==> src/flash_erase_pkg.sv <==
// constants and types for the bulk erase host sequencer
// Notes on behaviour
// - verify bytes one by one, stop on non-FFh byte or all passed.
// - on failed byte, erase chip again and resume at failing address.
// - after all bytes verify, end verify mode with another valid command.
// - program every byte to 00h before any bulk erase.
// - erase verification starts at address 0000h and steps upward.
// - keep pulse counter, increment each compare, never exceed 1000 pulses; the counter here counts failed compares only.
// - read array first; if all FFh, skip erase and go program.
// - erase is two consecutive 20h writes; first is setup only.
// - time 10 ms from erase write's rising write-enable edge.
// - after erase interval write A0h; its rising edge ends erase.
// - wait 6 us after each erase-verify write before reading.
// - after erase completes write reset command FFh.
// - start byte programming by writing 40h, a setup-only write.
// - program-verify command ends programming; it runs until then.
// - writes need output-enable high, chip-enable and write-enable low.
// - program-verify is C0h; its rising edge ends the program pulse.
package flash_erase_pkg;
  localparam int ADDR_W = 17;
  localparam logic [ADDR_W-1:0] ADDR_FIRST = 17'h00000;
  localparam logic [ADDR_W-1:0] ADDR_LAST = 17'h1FFFF;
  localparam logic [7:0] CMD_READ = 8'h00;
  localparam logic [7:0] CMD_ERASE = 8'h20;
  localparam logic [7:0] CMD_ERASE_VERIFY = 8'hA0;
  localparam logic [7:0] CMD_PROG_SETUP = 8'h40;
  localparam logic [7:0] CMD_PROG_VERIFY = 8'hC0;
  localparam logic [7:0] CMD_RESET = 8'hFF;
  localparam logic [7:0] DATA_ERASED = 8'hFF;
  localparam logic [7:0] DATA_ZERO = 8'h00;
  localparam logic [9:0] PULSE_LIMIT = 10'h3E8;
  localparam int CLK_MHZ = 40;
  localparam int ERASE_US = 10000;
  localparam int PROG_US = 10;
  localparam int RECOVER_US = 6;
  localparam int ERASE_CYC = ERASE_US * CLK_MHZ;
  localparam int PROG_CYC = PROG_US * CLK_MHZ;
  localparam int RECOVER_CYC = RECOVER_US * CLK_MHZ;
  localparam int STROBE_CYC = 4;
  localparam int CNT_W = 20;
  typedef enum logic [4:0] {
    ST_IDLE = 5'h00, ST_SCAN_RD = 5'h01, ST_SCAN_CHK = 5'h02,
    ST_ZERO_SETUP = 5'h03, ST_ZERO_WR = 5'h04, ST_ZERO_WAIT = 5'h05,
    ST_ZERO_VER = 5'h06, ST_ZERO_REC = 5'h07, ST_ZERO_RD = 5'h08,
    ST_ER_SETUP = 5'h09, ST_ER_GO = 5'h0A, ST_ER_WAIT = 5'h0B,
    ST_EV_WR = 5'h0C, ST_EV_REC = 5'h0D, ST_EV_RD = 5'h0E,
    ST_EV_CHK = 5'h0F, ST_RESET_WR = 5'h10, ST_DONE = 5'h11,
    ST_FAIL = 5'h12, ST_PROG_SETUP = 5'h13, ST_ZERO_CHK = 5'h14
  } seq_state_t;
  typedef enum logic [1:0] {
    BUS_IDLE = 2'h0, BUS_WRITE = 2'h1, BUS_READ = 2'h2
  } bus_op_t;
endpackage : flash_erase_pkg

==> src/flash_bus_cycle.sv <==
// one write or read cycle on the parallel flash pins
`timescale 1ns/1ps
`default_nettype none
module flash_bus_cycle
  import flash_erase_pkg::*;
(
  input wire logic sys_clk,
  input wire logic rst_n,
  input wire logic start,
  input wire logic is_write,
  input wire logic [ADDR_W-1:0] addr,
  input wire logic [7:0] wdata,
  input wire logic [7:0] dq_in,
  output logic done,
  output logic [7:0] rdata,
  output logic ce_n,
  output logic we_n,
  output logic oe_n,
  output logic [ADDR_W-1:0] addr_out,
  output logic [7:0] dq_out,
  output logic dq_oe
);
  typedef struct packed {
    bus_op_t op;
    logic [2:0] cnt;
    logic done;
    logic [7:0] rdata;
    logic ce_n;
    logic we_n;
    logic oe_n;
    logic [ADDR_W-1:0] addr;
    logic [7:0] dq;
    logic dq_oe;
    logic [7:0] s1;
    logic [7:0] s2;
  } bus_state_t;
  bus_state_t cur_reg, cur_next;
  ////////////////////////////////////////////////////////////////////////////
  always_comb begin
    cur_next = cur_reg;
    cur_next.done = 1'b0;
    cur_next.s1 = dq_in;
    cur_next.s2 = cur_reg.s1;
    unique case (cur_reg.op)
      BUS_IDLE: begin
        if (start) begin
          cur_next.op = is_write ? BUS_WRITE : BUS_READ;
          cur_next.cnt = 3'h0;
          cur_next.addr = addr;
          cur_next.dq = wdata;
          cur_next.ce_n = 1'b0;
          // oe held high through writes so the strobes are legal
          cur_next.we_n = !is_write;
          cur_next.oe_n = is_write;
          cur_next.dq_oe = is_write;
        end
      end
      default: begin
        cur_next.cnt = cur_reg.cnt + 3'h1;
        // extra cycles let read data pass the two-stage sync
        if (cur_reg.cnt == 3'(STROBE_CYC + 2)) begin
          cur_next.op = BUS_IDLE;
          cur_next.done = 1'b1;
          cur_next.rdata = cur_reg.s2;
          cur_next.ce_n = 1'b1;
          cur_next.oe_n = 1'b1;
          cur_next.dq_oe = 1'b0;
        end
        if (cur_reg.cnt == 3'(STROBE_CYC)) begin
          cur_next.we_n = 1'b1;
        end
      end
    endcase
  end
  always_ff @(posedge sys_clk or negedge rst_n) begin
    if (!rst_n) begin
      cur_reg <= '{op: BUS_IDLE, ce_n: 1'b1, we_n: 1'b1, oe_n: 1'b1,
                   default: '0};
    end else begin
      cur_reg <= cur_next;
    end
  end
  assign done = cur_reg.done;
  assign rdata = cur_reg.rdata;
  assign ce_n = cur_reg.ce_n;
  assign we_n = cur_reg.we_n;
  assign oe_n = cur_reg.oe_n;
  assign addr_out = cur_reg.addr;
  assign dq_out = cur_reg.dq;
  assign dq_oe = cur_reg.dq_oe;
endmodule : flash_bus_cycle
`default_nettype wire

==> src/flash_erase_host.sv <==
// host sequencer: zero-fill, bulk erase with verify, then program setup
`timescale 1ns/1ps
`default_nettype none
module flash_erase_host
  import flash_erase_pkg::*;
#(
  parameter int ERASE_WAIT = ERASE_CYC,
  parameter logic [ADDR_W-1:0] LAST_ADDR = ADDR_LAST
)(
  input wire logic sys_clk,
  input wire logic rst_n,
  input wire logic go,
  input wire logic [7:0] dq_in,
  output logic busy,
  output logic erase_ok,
  output logic erase_fail,
  output logic [9:0] pulses,
  output logic [ADDR_W-1:0] fail_addr,
  output logic ce_n,
  output logic we_n,
  output logic oe_n,
  output logic [ADDR_W-1:0] addr,
  output logic [7:0] dq_out,
  output logic dq_oe,
  output logic program_supply
);
  typedef struct packed {
    seq_state_t st;
    logic [ADDR_W-1:0] addr;
    logic [9:0] erase_pulse_counter;
    logic [CNT_W-1:0] tmr;
    logic all_ff;
    logic start;
    logic is_write;
    logic [7:0] wdata;
    logic ok;
    logic fail;
    logic supply;
  } host_state_t;
  host_state_t cur_reg, cur_next;
  logic bus_done;
  logic [7:0] bus_rdata;
  logic go_s1, go_s2;

  flash_bus_cycle u_bus (
    .sys_clk(sys_clk), .rst_n(rst_n), .start(cur_reg.start),
    .is_write(cur_reg.is_write), .addr(cur_reg.addr),
    .wdata(cur_reg.wdata), .dq_in(dq_in), .done(bus_done),
    .rdata(bus_rdata), .ce_n(ce_n), .we_n(we_n), .oe_n(oe_n),
    .addr_out(addr), .dq_out(dq_out), .dq_oe(dq_oe)
  );
  always_ff @(posedge sys_clk or negedge rst_n) begin
    if (!rst_n) begin
      go_s1 <= 1'b0;
      go_s2 <= 1'b0;
    end else begin
      go_s1 <= go;
      go_s2 <= go_s1;
    end
  end
  ////////////////////////////////////////////////////////////////////////////
  function automatic host_state_t issue(host_state_t s, logic wr,
                                         logic [7:0] d, seq_state_t nx);
    host_state_t r;
    r = s;
    r.start = 1'b1;
    r.is_write = wr;
    r.wdata = d;
    r.st = nx;
    return r;
  endfunction : issue

  always_comb begin
    cur_next = cur_reg;
    cur_next.start = 1'b0;
    if (cur_reg.tmr != '0) begin
      cur_next.tmr = cur_reg.tmr - CNT_W'(1);
    end
    unique case (cur_reg.st)
      ST_IDLE: begin
        if (go_s2) begin
          cur_next.supply = 1'b1;
          cur_next.ok = 1'b0;
          cur_next.fail = 1'b0;
          cur_next.all_ff = 1'b1;
          cur_next.addr = ADDR_FIRST;
          cur_next.erase_pulse_counter = '0;
          cur_next = issue(cur_next, 1'b0, DATA_ZERO, ST_SCAN_RD);
        end
      end
      ST_SCAN_RD: if (bus_done) begin
        cur_next.st = ST_SCAN_CHK;
        if (bus_rdata != DATA_ERASED) cur_next.all_ff = 1'b0;
      end
      ST_SCAN_CHK: begin
        if (cur_reg.addr == LAST_ADDR) begin
          cur_next.addr = ADDR_FIRST;
          // blank part skips erase and goes to programming
          cur_next.st = cur_reg.all_ff ? ST_PROG_SETUP : ST_ZERO_SETUP;
          if (cur_reg.all_ff) cur_next.ok = 1'b1;
        end else begin
          cur_next.addr = cur_reg.addr + ADDR_W'(1);
          cur_next = issue(cur_next, 1'b0, DATA_ZERO, ST_SCAN_RD);
        end
      end
      ST_ZERO_SETUP: cur_next = issue(cur_next, 1'b1, CMD_PROG_SETUP,
                                      ST_ZERO_WR);
      ST_ZERO_WR: if (bus_done) begin
        cur_next = issue(cur_next, 1'b1, DATA_ZERO, ST_ZERO_WAIT);
      end
      ST_ZERO_WAIT: if (bus_done) begin
        cur_next.tmr = CNT_W'(PROG_CYC);
        cur_next.st = ST_ZERO_VER;
      end
      ST_ZERO_VER: if (cur_reg.tmr == '0) begin
        cur_next = issue(cur_next, 1'b1, CMD_PROG_VERIFY,
                         ST_ZERO_REC);
      end
      ST_ZERO_REC: if (bus_done) begin
        cur_next.tmr = CNT_W'(RECOVER_CYC);
        cur_next.st = ST_ZERO_RD;
      end
      ST_ZERO_RD: if (cur_reg.tmr == '0) begin
        // one read only: a repeated start would slip into the next cycle
        cur_next = issue(cur_next, 1'b0, DATA_ZERO, ST_ZERO_CHK);
      end
      ST_ZERO_CHK: if (bus_done) begin
        // simple zero-fill: retry byte until it reads 00h
        if (bus_rdata != DATA_ZERO) begin
          cur_next.st = ST_ZERO_SETUP;
        end else if (cur_reg.addr == LAST_ADDR) begin
          cur_next.addr = ADDR_FIRST;
          cur_next.st = ST_ER_SETUP;
        end else begin
          cur_next.addr = cur_reg.addr + ADDR_W'(1);
          cur_next.st = ST_ZERO_SETUP;
        end
      end
      ST_ER_SETUP: cur_next = issue(cur_next, 1'b1, CMD_ERASE,
                                    ST_ER_GO);
      ST_ER_GO: if (bus_done) begin
        cur_next = issue(cur_next, 1'b1, CMD_ERASE, ST_ER_WAIT);
      end
      ST_ER_WAIT: if (bus_done) begin
        cur_next.tmr = CNT_W'(ERASE_WAIT);
        cur_next.st = ST_EV_WR;
      end
      ST_EV_WR: if (cur_reg.tmr == '0 && !cur_reg.start) begin
        cur_next = issue(cur_next, 1'b1, CMD_ERASE_VERIFY,
                         ST_EV_REC);
      end
      ST_EV_REC: if (bus_done) begin
        cur_next.tmr = CNT_W'(RECOVER_CYC);
        cur_next.st = ST_EV_RD;
      end
      ST_EV_RD: begin
        if (cur_reg.tmr == '0 && !cur_reg.start) begin
          cur_next = issue(cur_next, 1'b0, DATA_ZERO, ST_EV_CHK);
        end
      end
      ST_EV_CHK: if (bus_done) begin
        if (bus_rdata == DATA_ERASED) begin
          if (cur_reg.addr == LAST_ADDR) begin
            cur_next.ok = 1'b1;
            cur_next.st = ST_PROG_SETUP;
          end else begin
            cur_next.addr = cur_reg.addr + ADDR_W'(1);
            cur_next.st = ST_EV_WR;
          end
        end else begin
          // count the compare; addr kept so verify resumes there
          cur_next.erase_pulse_counter =
            cur_reg.erase_pulse_counter + 10'h001;
          if (cur_reg.erase_pulse_counter + 10'h001 >= PULSE_LIMIT) begin
            // no bus cycle pending here, so the reset write starts now
            cur_next = issue(cur_next, 1'b1, CMD_RESET, ST_DONE);
            cur_next.fail = 1'b1;
          end else begin
            cur_next.st = ST_ER_SETUP;
          end
        end
      end
      ST_PROG_SETUP: cur_next = issue(cur_next, 1'b1, CMD_PROG_SETUP,
                                      ST_RESET_WR);
      ST_RESET_WR: if (bus_done) begin
        cur_next = issue(cur_next, 1'b1, CMD_RESET, ST_DONE);
      end
      ST_DONE: if (bus_done) begin
        cur_next.supply = 1'b0;
        cur_next.st = cur_reg.fail ? ST_FAIL : ST_IDLE;
      end
      ST_FAIL: cur_next.st = ST_IDLE;
      default: cur_next.st = ST_IDLE;
    endcase
  end
  always_ff @(posedge sys_clk or negedge rst_n) begin
    if (!rst_n) begin
      cur_reg <= '{st: ST_IDLE, default: '0};
    end else begin
      cur_reg <= cur_next;
    end
  end
  assign busy = (cur_reg.st != ST_IDLE);
  assign erase_ok = cur_reg.ok;
  assign erase_fail = cur_reg.fail;
  assign pulses = cur_reg.erase_pulse_counter;
  assign fail_addr = cur_reg.addr;
  assign program_supply = cur_reg.supply;
endmodule : flash_erase_host
`default_nettype wire

==> config.mk <==
export PLATFORM = sky130hd
export DESIGN_NAME = flash_erase_host
export DESIGN_NICKNAME = d
export VERILOG_FILES = /design/src/flash_erase_pkg.sv /design/src/flash_bus_cycle.sv /design/src/flash_erase_host.sv
export SDC_FILE = /design/constraint.sdc
export NUM_CORES = 1
export LEC_CHECK = 0
export BUFFER_PORTS_ARGS = -buffer_cell sky130_fd_sc_hd__buf_2
export CORE_ASPECT_RATIO = 1.1
export CORE_UTILIZATION = 50
export CTS_BUF_LIST = sky130_fd_sc_hd__clkbuf_4 sky130_fd_sc_hd__clkbuf_8
export DETAILED_ROUTE_END_ITERATION = 8
export MAX_ROUTING_LAYER = met4
export PLACE_DENSITY_LB_ADDON = 0.08
export SLEW_MARGIN = 30
export SYNTH_ARGS = -nofsm -noshare
export SYNTH_HDL_FRONTEND = slang
export SYNTH_SLANG_ARGS = --single-unit
==> constraint.sdc <==
create_clock -name sys_clk -period 9.1 [get_ports sys_clk]
set_clock_uncertainty 0.2 [all_clocks]
set_input_delay 1.365 -clock sys_clk [delete_from_list [all_inputs] [get_ports sys_clk]]
set_output_delay 1.365 -clock sys_clk [all_outputs]
set_load 0.02 [all_outputs]
# Yosys cells after proc, flatten, opt, wreduce, memory -nomap -nowiden
# Index checks and enable logic that the tools add are counted.
# word_totals
ff_bits,127
latchBits,0
ram_bits,0
mem_bits_ro,0
input_bits,11
output_inout_bits,60
word_cells,184
memories,0
# classes
add_sub_neg,4
mul,0
n_div,0
magnitude_cmp,1
n_eq_ne,51
shifts,0
muxes,60
n_bitwise,12
n_reduce_logical,31
# op_table
op,count
$mux W66,9
$pmux W20 S13,1
$pmux W17 S11,1
$pmux W12 S12,1
$pmux W10 S10,1
$pmux W5 S20,1
$mux W20,4
$mux W22,3
$mux W5,12
$mux W41,1
$eq A5 B4 Y1 const B,8
$mux W17,2
$ne A2 B2 Y1 const B,16
$reduce_and A16 Y1,2
$mux W29,1
$reduce_and A13 Y1,2
$ne A2 B1 Y1 const B,11
$mux W21,1
$eq A5 B3 Y1 const B,4
$eq A5 B5 Y1 const B,4
$logic_not A20 Y1,1
$mux W10,2
$reduce_bool A20 Y1,1
$sub A20 B1 Y20 const B,1
other kinds (35),69

# Longest topological paths before layout
# logic_depth
ltp_word,6
ltp_mapped,15
depth_no_buf,12

# By module
# From an unflattened synthesis, not the netlist that was laid out.
# hier_totals
cells_unflattened,673
area_unflattened_um2,6722.7
# by_module_without_submodules
mod,n_inst,cells_per_inst,area_per_inst_um2,seq_area_each_um2
flash_erase_host,1,510,4307.9,1601.5
flash_bus_cycle,1,163,2414.8,1480.2

# Worst setup path after synthesis
# OpenSTA, ideal clock, no wires.
# synth_timing
path_kind,reg2reg
from,reg cur_reg (netlist bit fail_addr[0])
to,reg cur_reg (netlist bit fail_addr[3])
setup_time_ns,0.092
t_arrival_ns,3.128
required_ns,8.808
path_slack_ns,5.680
path_stages_with_launch,16
n_path_buf,3
period_less_slack_ns,3.420
cell_sequence,dfrtp_1 ha_1 nand2_1 nor4_1 and3_1 and3_1 ha_1 clkbuf_1 nand3b_1 o22a_1 o22a_1 or4_1 or2_1 buf_6 buf_6 o31ai_2
# synth_via
elab_chain_len,5
word_cells_on_any_way,12
cone_classes,add/sub: 1; eq/ne: 2; mux: 8; reduce/logical: 1
# synth_lines
item,line,rtl
from (decl),flash_erase_host.sv:40,"host_state_t cur_reg, cur_next;"
from (signal assigned),flash_erase_host.sv:200,cur_reg <= cur_next;
$add A17 B1 Y17 or $eq A17 B17 Y1 (tied branches),n/a,
$mux W17 or $mux W21 (tied branches),"flash_erase_host.sv:163, flash_erase_host.sv:131",
$mux W22 or $mux W17 (tied branches),"flash_erase_host.sv:162, flash_erase_host.sv:129",
$mux W66 or $mux W22 (tied branches),"flash_erase_host.sv:161, flash_erase_host.sv:127",
$pmux W17 S11,flash_erase_host.sv:79,unique case (cur_reg.st)
# Parallel ways exist; a longest one is shown, timed or not. The select of a mux whose other input is x is not followed.
# A chain may end at the register's enable or synchronous reset.

# Final worst setup path
# layout_timing
from,reg cur_reg (netlist bit fail_addr[0])
to,reg cur_reg (netlist bit fail_addr[7])
# Same word-level chain as after synthesis.

==> summary.txt <==
Outcome
  – Run status: completed

Logic synthesis
  – Synthesized flop and latch total: 119
  – Post-Synthesis Cells: 716
  – Netlist area before placement: approximately 6400 sq um
  – Ys async rst share: 100.0%
  – Count of warnings emitted by yosys: 0
  – Post-Synthesis Mean Instance Area: about 9 sq um
  – Net Count, Synth: ~740
  – Commonest register cell after synthesis: sky130_fd_sc_hd__dfrtp_1
  – Number of enable-type register cells in the synthesized netlist: 0
  – Netlist cell types: 66
  – Fraction of the yosys area taken by sequential cells: 46.35%

Job
  – Max-cap violations: 0

Setup path
  – Startpoint Class: register
  – Stage delay of the slowest cell on the critical path: 0.74 ns
  – Worst path top cell family by delay: simple AND/OR/NAND/NOR gates
  – CP Capture Type: register
  – Cell breakdown of the critical path: ha_1 > nand2_1 > nor4_1 > and3_1 > and3_1 > ha_1 > nand3b_1 > o22a_1 > o22a_1 > or4_1 > or2_1 > o31ai_1
  – Number of buffers and inverters on the critical path: 0
  – Worst Setup Path Type: reg2reg
  – Data arrival, critical path: ~4.4 ns
  – Cell type of the slowest stage on the worst timing path: sky130_fd_sc_hd__or4_1
  – Data required time at the worst endpoint: 9.26 ns
  – Max FO, Critical Path: 20

Detailed routing
  – Post-detailed-route via-to-cell ratio: 5.834
  – Antenna-violating nets left: 0
  – DRC: 0
  – WL final: between 10000 and 15000 um
  – Length of the first detailed-routing pass in iterations: 5
  – DR iter-0 viols: ~480
  – Via Count: between 5000 and 6000
  – WL per Instance: 16.42 um

Floorplanning
  – Starting utilization of the core area: 51.09%
  – Die Footprint: 13320 sq um
  – Number of placement rows: between 40 and 50
  – Number of primary I/O pins: between 70 and 80
  – Die Height: 121.0 um
  – Die boundary width: 110.1 um
  – Standard cell core area: 12590 sq um

Timing
  – Hold violation count in the final report: 0
  – Ratio of final minimum period to clock period: 46.90%
  – RSZ-0062 raised after global routing: no
  – Max-slew violation total from the final report: 0
  – Worst slew margin relative to its limit: roughly two fifths
  – Slew at the pin closest to its max-slew limit: between 0.9 and 1 ns
  – Final TNS setup: 0 ns
  – Count of final setup violators: 0
  – Worst hold margin: 0.1499 ns
  – Shortest clock period the worst path allows after layout: 4.268 ns
  – Max Freq: roughly 0.23 GHz

Power and ir drop
  – Proportion of power drawn by flip-flops and latches: a little over two fifths
  – Leak Pwr: around 3.3 nW
  – Maximum vdd ir drop: 0.1583 mV
  – Switch Pwr: 732.6 uW
  – Post-layout power: 1.830 mW
  – Combinational group share of total power: 32.2%
  – Power per Cell Area: ~270 nW/um^2
  – Proportion of total power due to net switching: 40.04%
  – Internal Pwr Total: around 1.1 mW
  – Clock share of power: 25.2%

Clock network
  – CTS tree: yes
  – CTS hold repair buffers: 0
  – Clock buffers created by TritonCTS: 17
  – CTS resizes: 0
  – CTS Root Buffer Type: sky130_fd_sc_hd__clkbuf_8
  – Clock insertion delay at the later pin of the skew report: 0.45 ns
  – CTS clk-pin slew, worst paths: 0.08 ns
  – TritonCTS Sinks: between 100 and 150
  – Number of setup buffers added after CTS: 0
  – Buffer levels on the longest clock path: 2
  – H-tree levels: 4

Final layout
  – Final layout net count: roughly 740
  – End-of-flow core utilization: around 55%
  – Filler cell count: 1181
  – Number of flip-flops under the largest register name: 32
  – Final antenna diode count: 0
  – Footprint of the multi-input gates: 2861 sq um
  – Register Area: slightly below 3000 sq um
  – Layout cells sized above 1: 18.37%
  – Number of standard cells in the final layout excluding fillers: roughly 900
  – Area overhead of the layout relative to synthesis: 6.691%

Global route
  – Maximum number of pins on one net before global-route repair: 71
  – Number of global-route vias before repair: between 4000 and 5000
  – Antenna violations before repair: 0
  – Global-route wire length before repair: 24460 um
  – Total GRT Usage: ~24%
  – Total global routing overflow: 0

Place
  – Total instance count after detailed placement: 859
  – Routability-driven placement congestion ratio: 0.8956
  – # port buffers: 70
  – DP Wirelength: around 10000 um

Worst hold path
  – Hold/Removal Path Class: reg2reg
[through the flow]
| step | setup slack (ns) | cell area, sq um |
|---|---|---|
| 3_3_place_gp | 4.995 | 6459 |
| 5_1_grt | 4.518 | 6863 |
| 4_1_cts | 4.828 | 6849 |
| 2_1_floorplan | 5.680 | 6432 |
| 6_report | 4.832 | 6863 |
| 3_5_place_dp | 4.864 | 6462 |
[worst register-to-register path: stages (launching register included)]
cell and delay, ns:
sky130_fd_sc_hd__dfrtp_1 0.46, sky130_fd_sc_hd__ha_1 0.28, sky130_fd_sc_hd__nand2_1 0.14, sky130_fd_sc_hd__nor4_1 0.10, sky130_fd_sc_hd__and3_1 0.22, sky130_fd_sc_hd__and3_1 0.19
sky130_fd_sc_hd__ha_1 0.29, sky130_fd_sc_hd__nand3b_1 0.22, sky130_fd_sc_hd__o22a_1 0.22, sky130_fd_sc_hd__o22a_1 0.19, sky130_fd_sc_hd__or4_1 0.74, sky130_fd_sc_hd__or2_1 0.60
sky130_fd_sc_hd__o31ai_1 0.33
[cells in the mapped netlist, types with 7 or more instances]
library cell               number  area, sq um
sky130_fd_sc_hd__nor2_1        53        198.9
sky130_fd_sc_hd__mux2_2         9        101.4
sky130_fd_sc_hd__or4_1          7        52.55
sky130_fd_sc_hd__o21ai_0       40        200.2
sky130_fd_sc_hd__or3_1          9        56.30
sky130_fd_sc_hd__clkbuf_1      28        105.1
sky130_fd_sc_hd__nor4_1        14        87.58
sky130_fd_sc_hd__nand2_1      118        442.9
sky130_fd_sc_hd__nor2b_1       12        75.07
sky130_fd_sc_hd__a21oi_1       30        150.1
sky130_fd_sc_hd__xor2_1         8        70.07
sky130_fd_sc_hd__inv_1         14        52.55
sky130_fd_sc_hd__nand2b_1      11        68.82
sky130_fd_sc_hd__and3_1        12        75.07
sky130_fd_sc_hd__dfrtp_1      116         2903
sky130_fd_sc_hd__xnor2_1        8        70.07
sky130_fd_sc_hd__buf_4         52        390.4
sky130_fd_sc_hd__ha_1           8        100.1
sky130_fd_sc_hd__nand4_1       16        100.1
sky130_fd_sc_hd__nand3_1       23        115.1
sky130_fd_sc_hd__o21ai_1       20        100.1
sky130_fd_sc_hd__nor3_1         9        45.04
[logic make-up after synthesis]
family / after synthesis / share of synthesized area [%]
multiplexers: 9 / 1.576
XOR/XNOR: 16 / 2.179
buffers and inverters: 101 / 9.298
adder cells (fa/ha/maj): 8 / 1.556
AND/OR/NAND/NOR: 311 / 23.73
flip-flops: 119 / 46.35
AO/OA/AOI/OAI: 152 / 15.31
[cells in the final DEF (no fill, tap or decap), types with 6 or more instances in the layout]
| cell type | n |
|---|---|
| sky130_fd_sc_hd__nand4_1 | 16 |
| sky130_fd_sc_hd__mux2_2 | 9 |
| sky130_fd_sc_hd__ha_1 | 8 |
| sky130_fd_sc_hd__o21ai_1 | 20 |
| sky130_fd_sc_hd__nand2_1 | 118 |
| sky130_fd_sc_hd__a21oi_1 | 29 |
| sky130_fd_sc_hd__nor4_1 | 14 |
| sky130_fd_sc_hd__nor2b_1 | 12 |
| sky130_fd_sc_hd__dfrtp_1 | 116 |
| sky130_fd_sc_hd__and3_1 | 12 |
| sky130_fd_sc_hd__inv_1 | 14 |
| sky130_fd_sc_hd__nor2_1 | 53 |
| sky130_fd_sc_hd__nor3_1 | 8 |
| sky130_fd_sc_hd__clkbuf_8 | 19 |
| sky130_fd_sc_hd__buf_2 | 70 |
| sky130_fd_sc_hd__o21ai_0 | 40 |
| sky130_fd_sc_hd__or3_1 | 9 |
| sky130_fd_sc_hd__xor2_1 | 8 |
| sky130_fd_sc_hd__or4_1 | 7 |
| sky130_fd_sc_hd__xnor2_1 | 8 |
| sky130_fd_sc_hd__nand3_1 | 23 |
| sky130_fd_sc_hd__a31oi_1 | 6 |
| sky130_fd_sc_hd__nand2b_1 | 11 |
| sky130_fd_sc_hd__o31ai_1 | 6 |
[power by group through the flow]
stage	Sequential (mW)	Clock, mW	Combinational, mW
2_1_floorplan	0.742	0	0.478
3_3_place_gp	0.778	0	0.566
3_5_place_dp	0.784	0	0.582
4_1_cts	0.776	0.471	0.586
5_1_grt	0.800	0.493	0.664
6_report	0.779	0.461	0.590
[per-layer routing]
metal,track usage (%),up-vias,routed length [um]
li1,-,2482,-
met1,33.63,2536,7024
met2,35.70,158,6614
met3,4.672,28,697
met4,9.457,0,312
met5,-,-,0
[cell type report]
class,count,area share [%]
clock buffer,19,3.810
clock inverter,13,1.823
inverter,14,0.7657
multi-input combinational,496,41.70
sequential,119,43.45
tap,157,2.862
timing repair buffer,74,5.597
[path summary, 6_finish.rpt]
check / cells after the start / endpoint / startpoint / slack (ns)
max: 12 / fail_addr[7] / fail_addr[0] / 4.83
min: 0 / u_bus.cur_reg[5] / u_bus.cur_next[5] / 0.15
max reg2reg: 12 / fail_addr[7] / fail_addr[0] / 4.83
min reg2reg: 0 / u_bus.cur_reg[5] / u_bus.cur_next[5] / 0.15
max in group asynchronous: 2 / u_bus.rdata[6] / rst_n / 6.88
min in group asynchronous: 1 / cur_reg[33] / rst_n / 0.73
No activity file was read; power rests on OpenSTA's default activity.
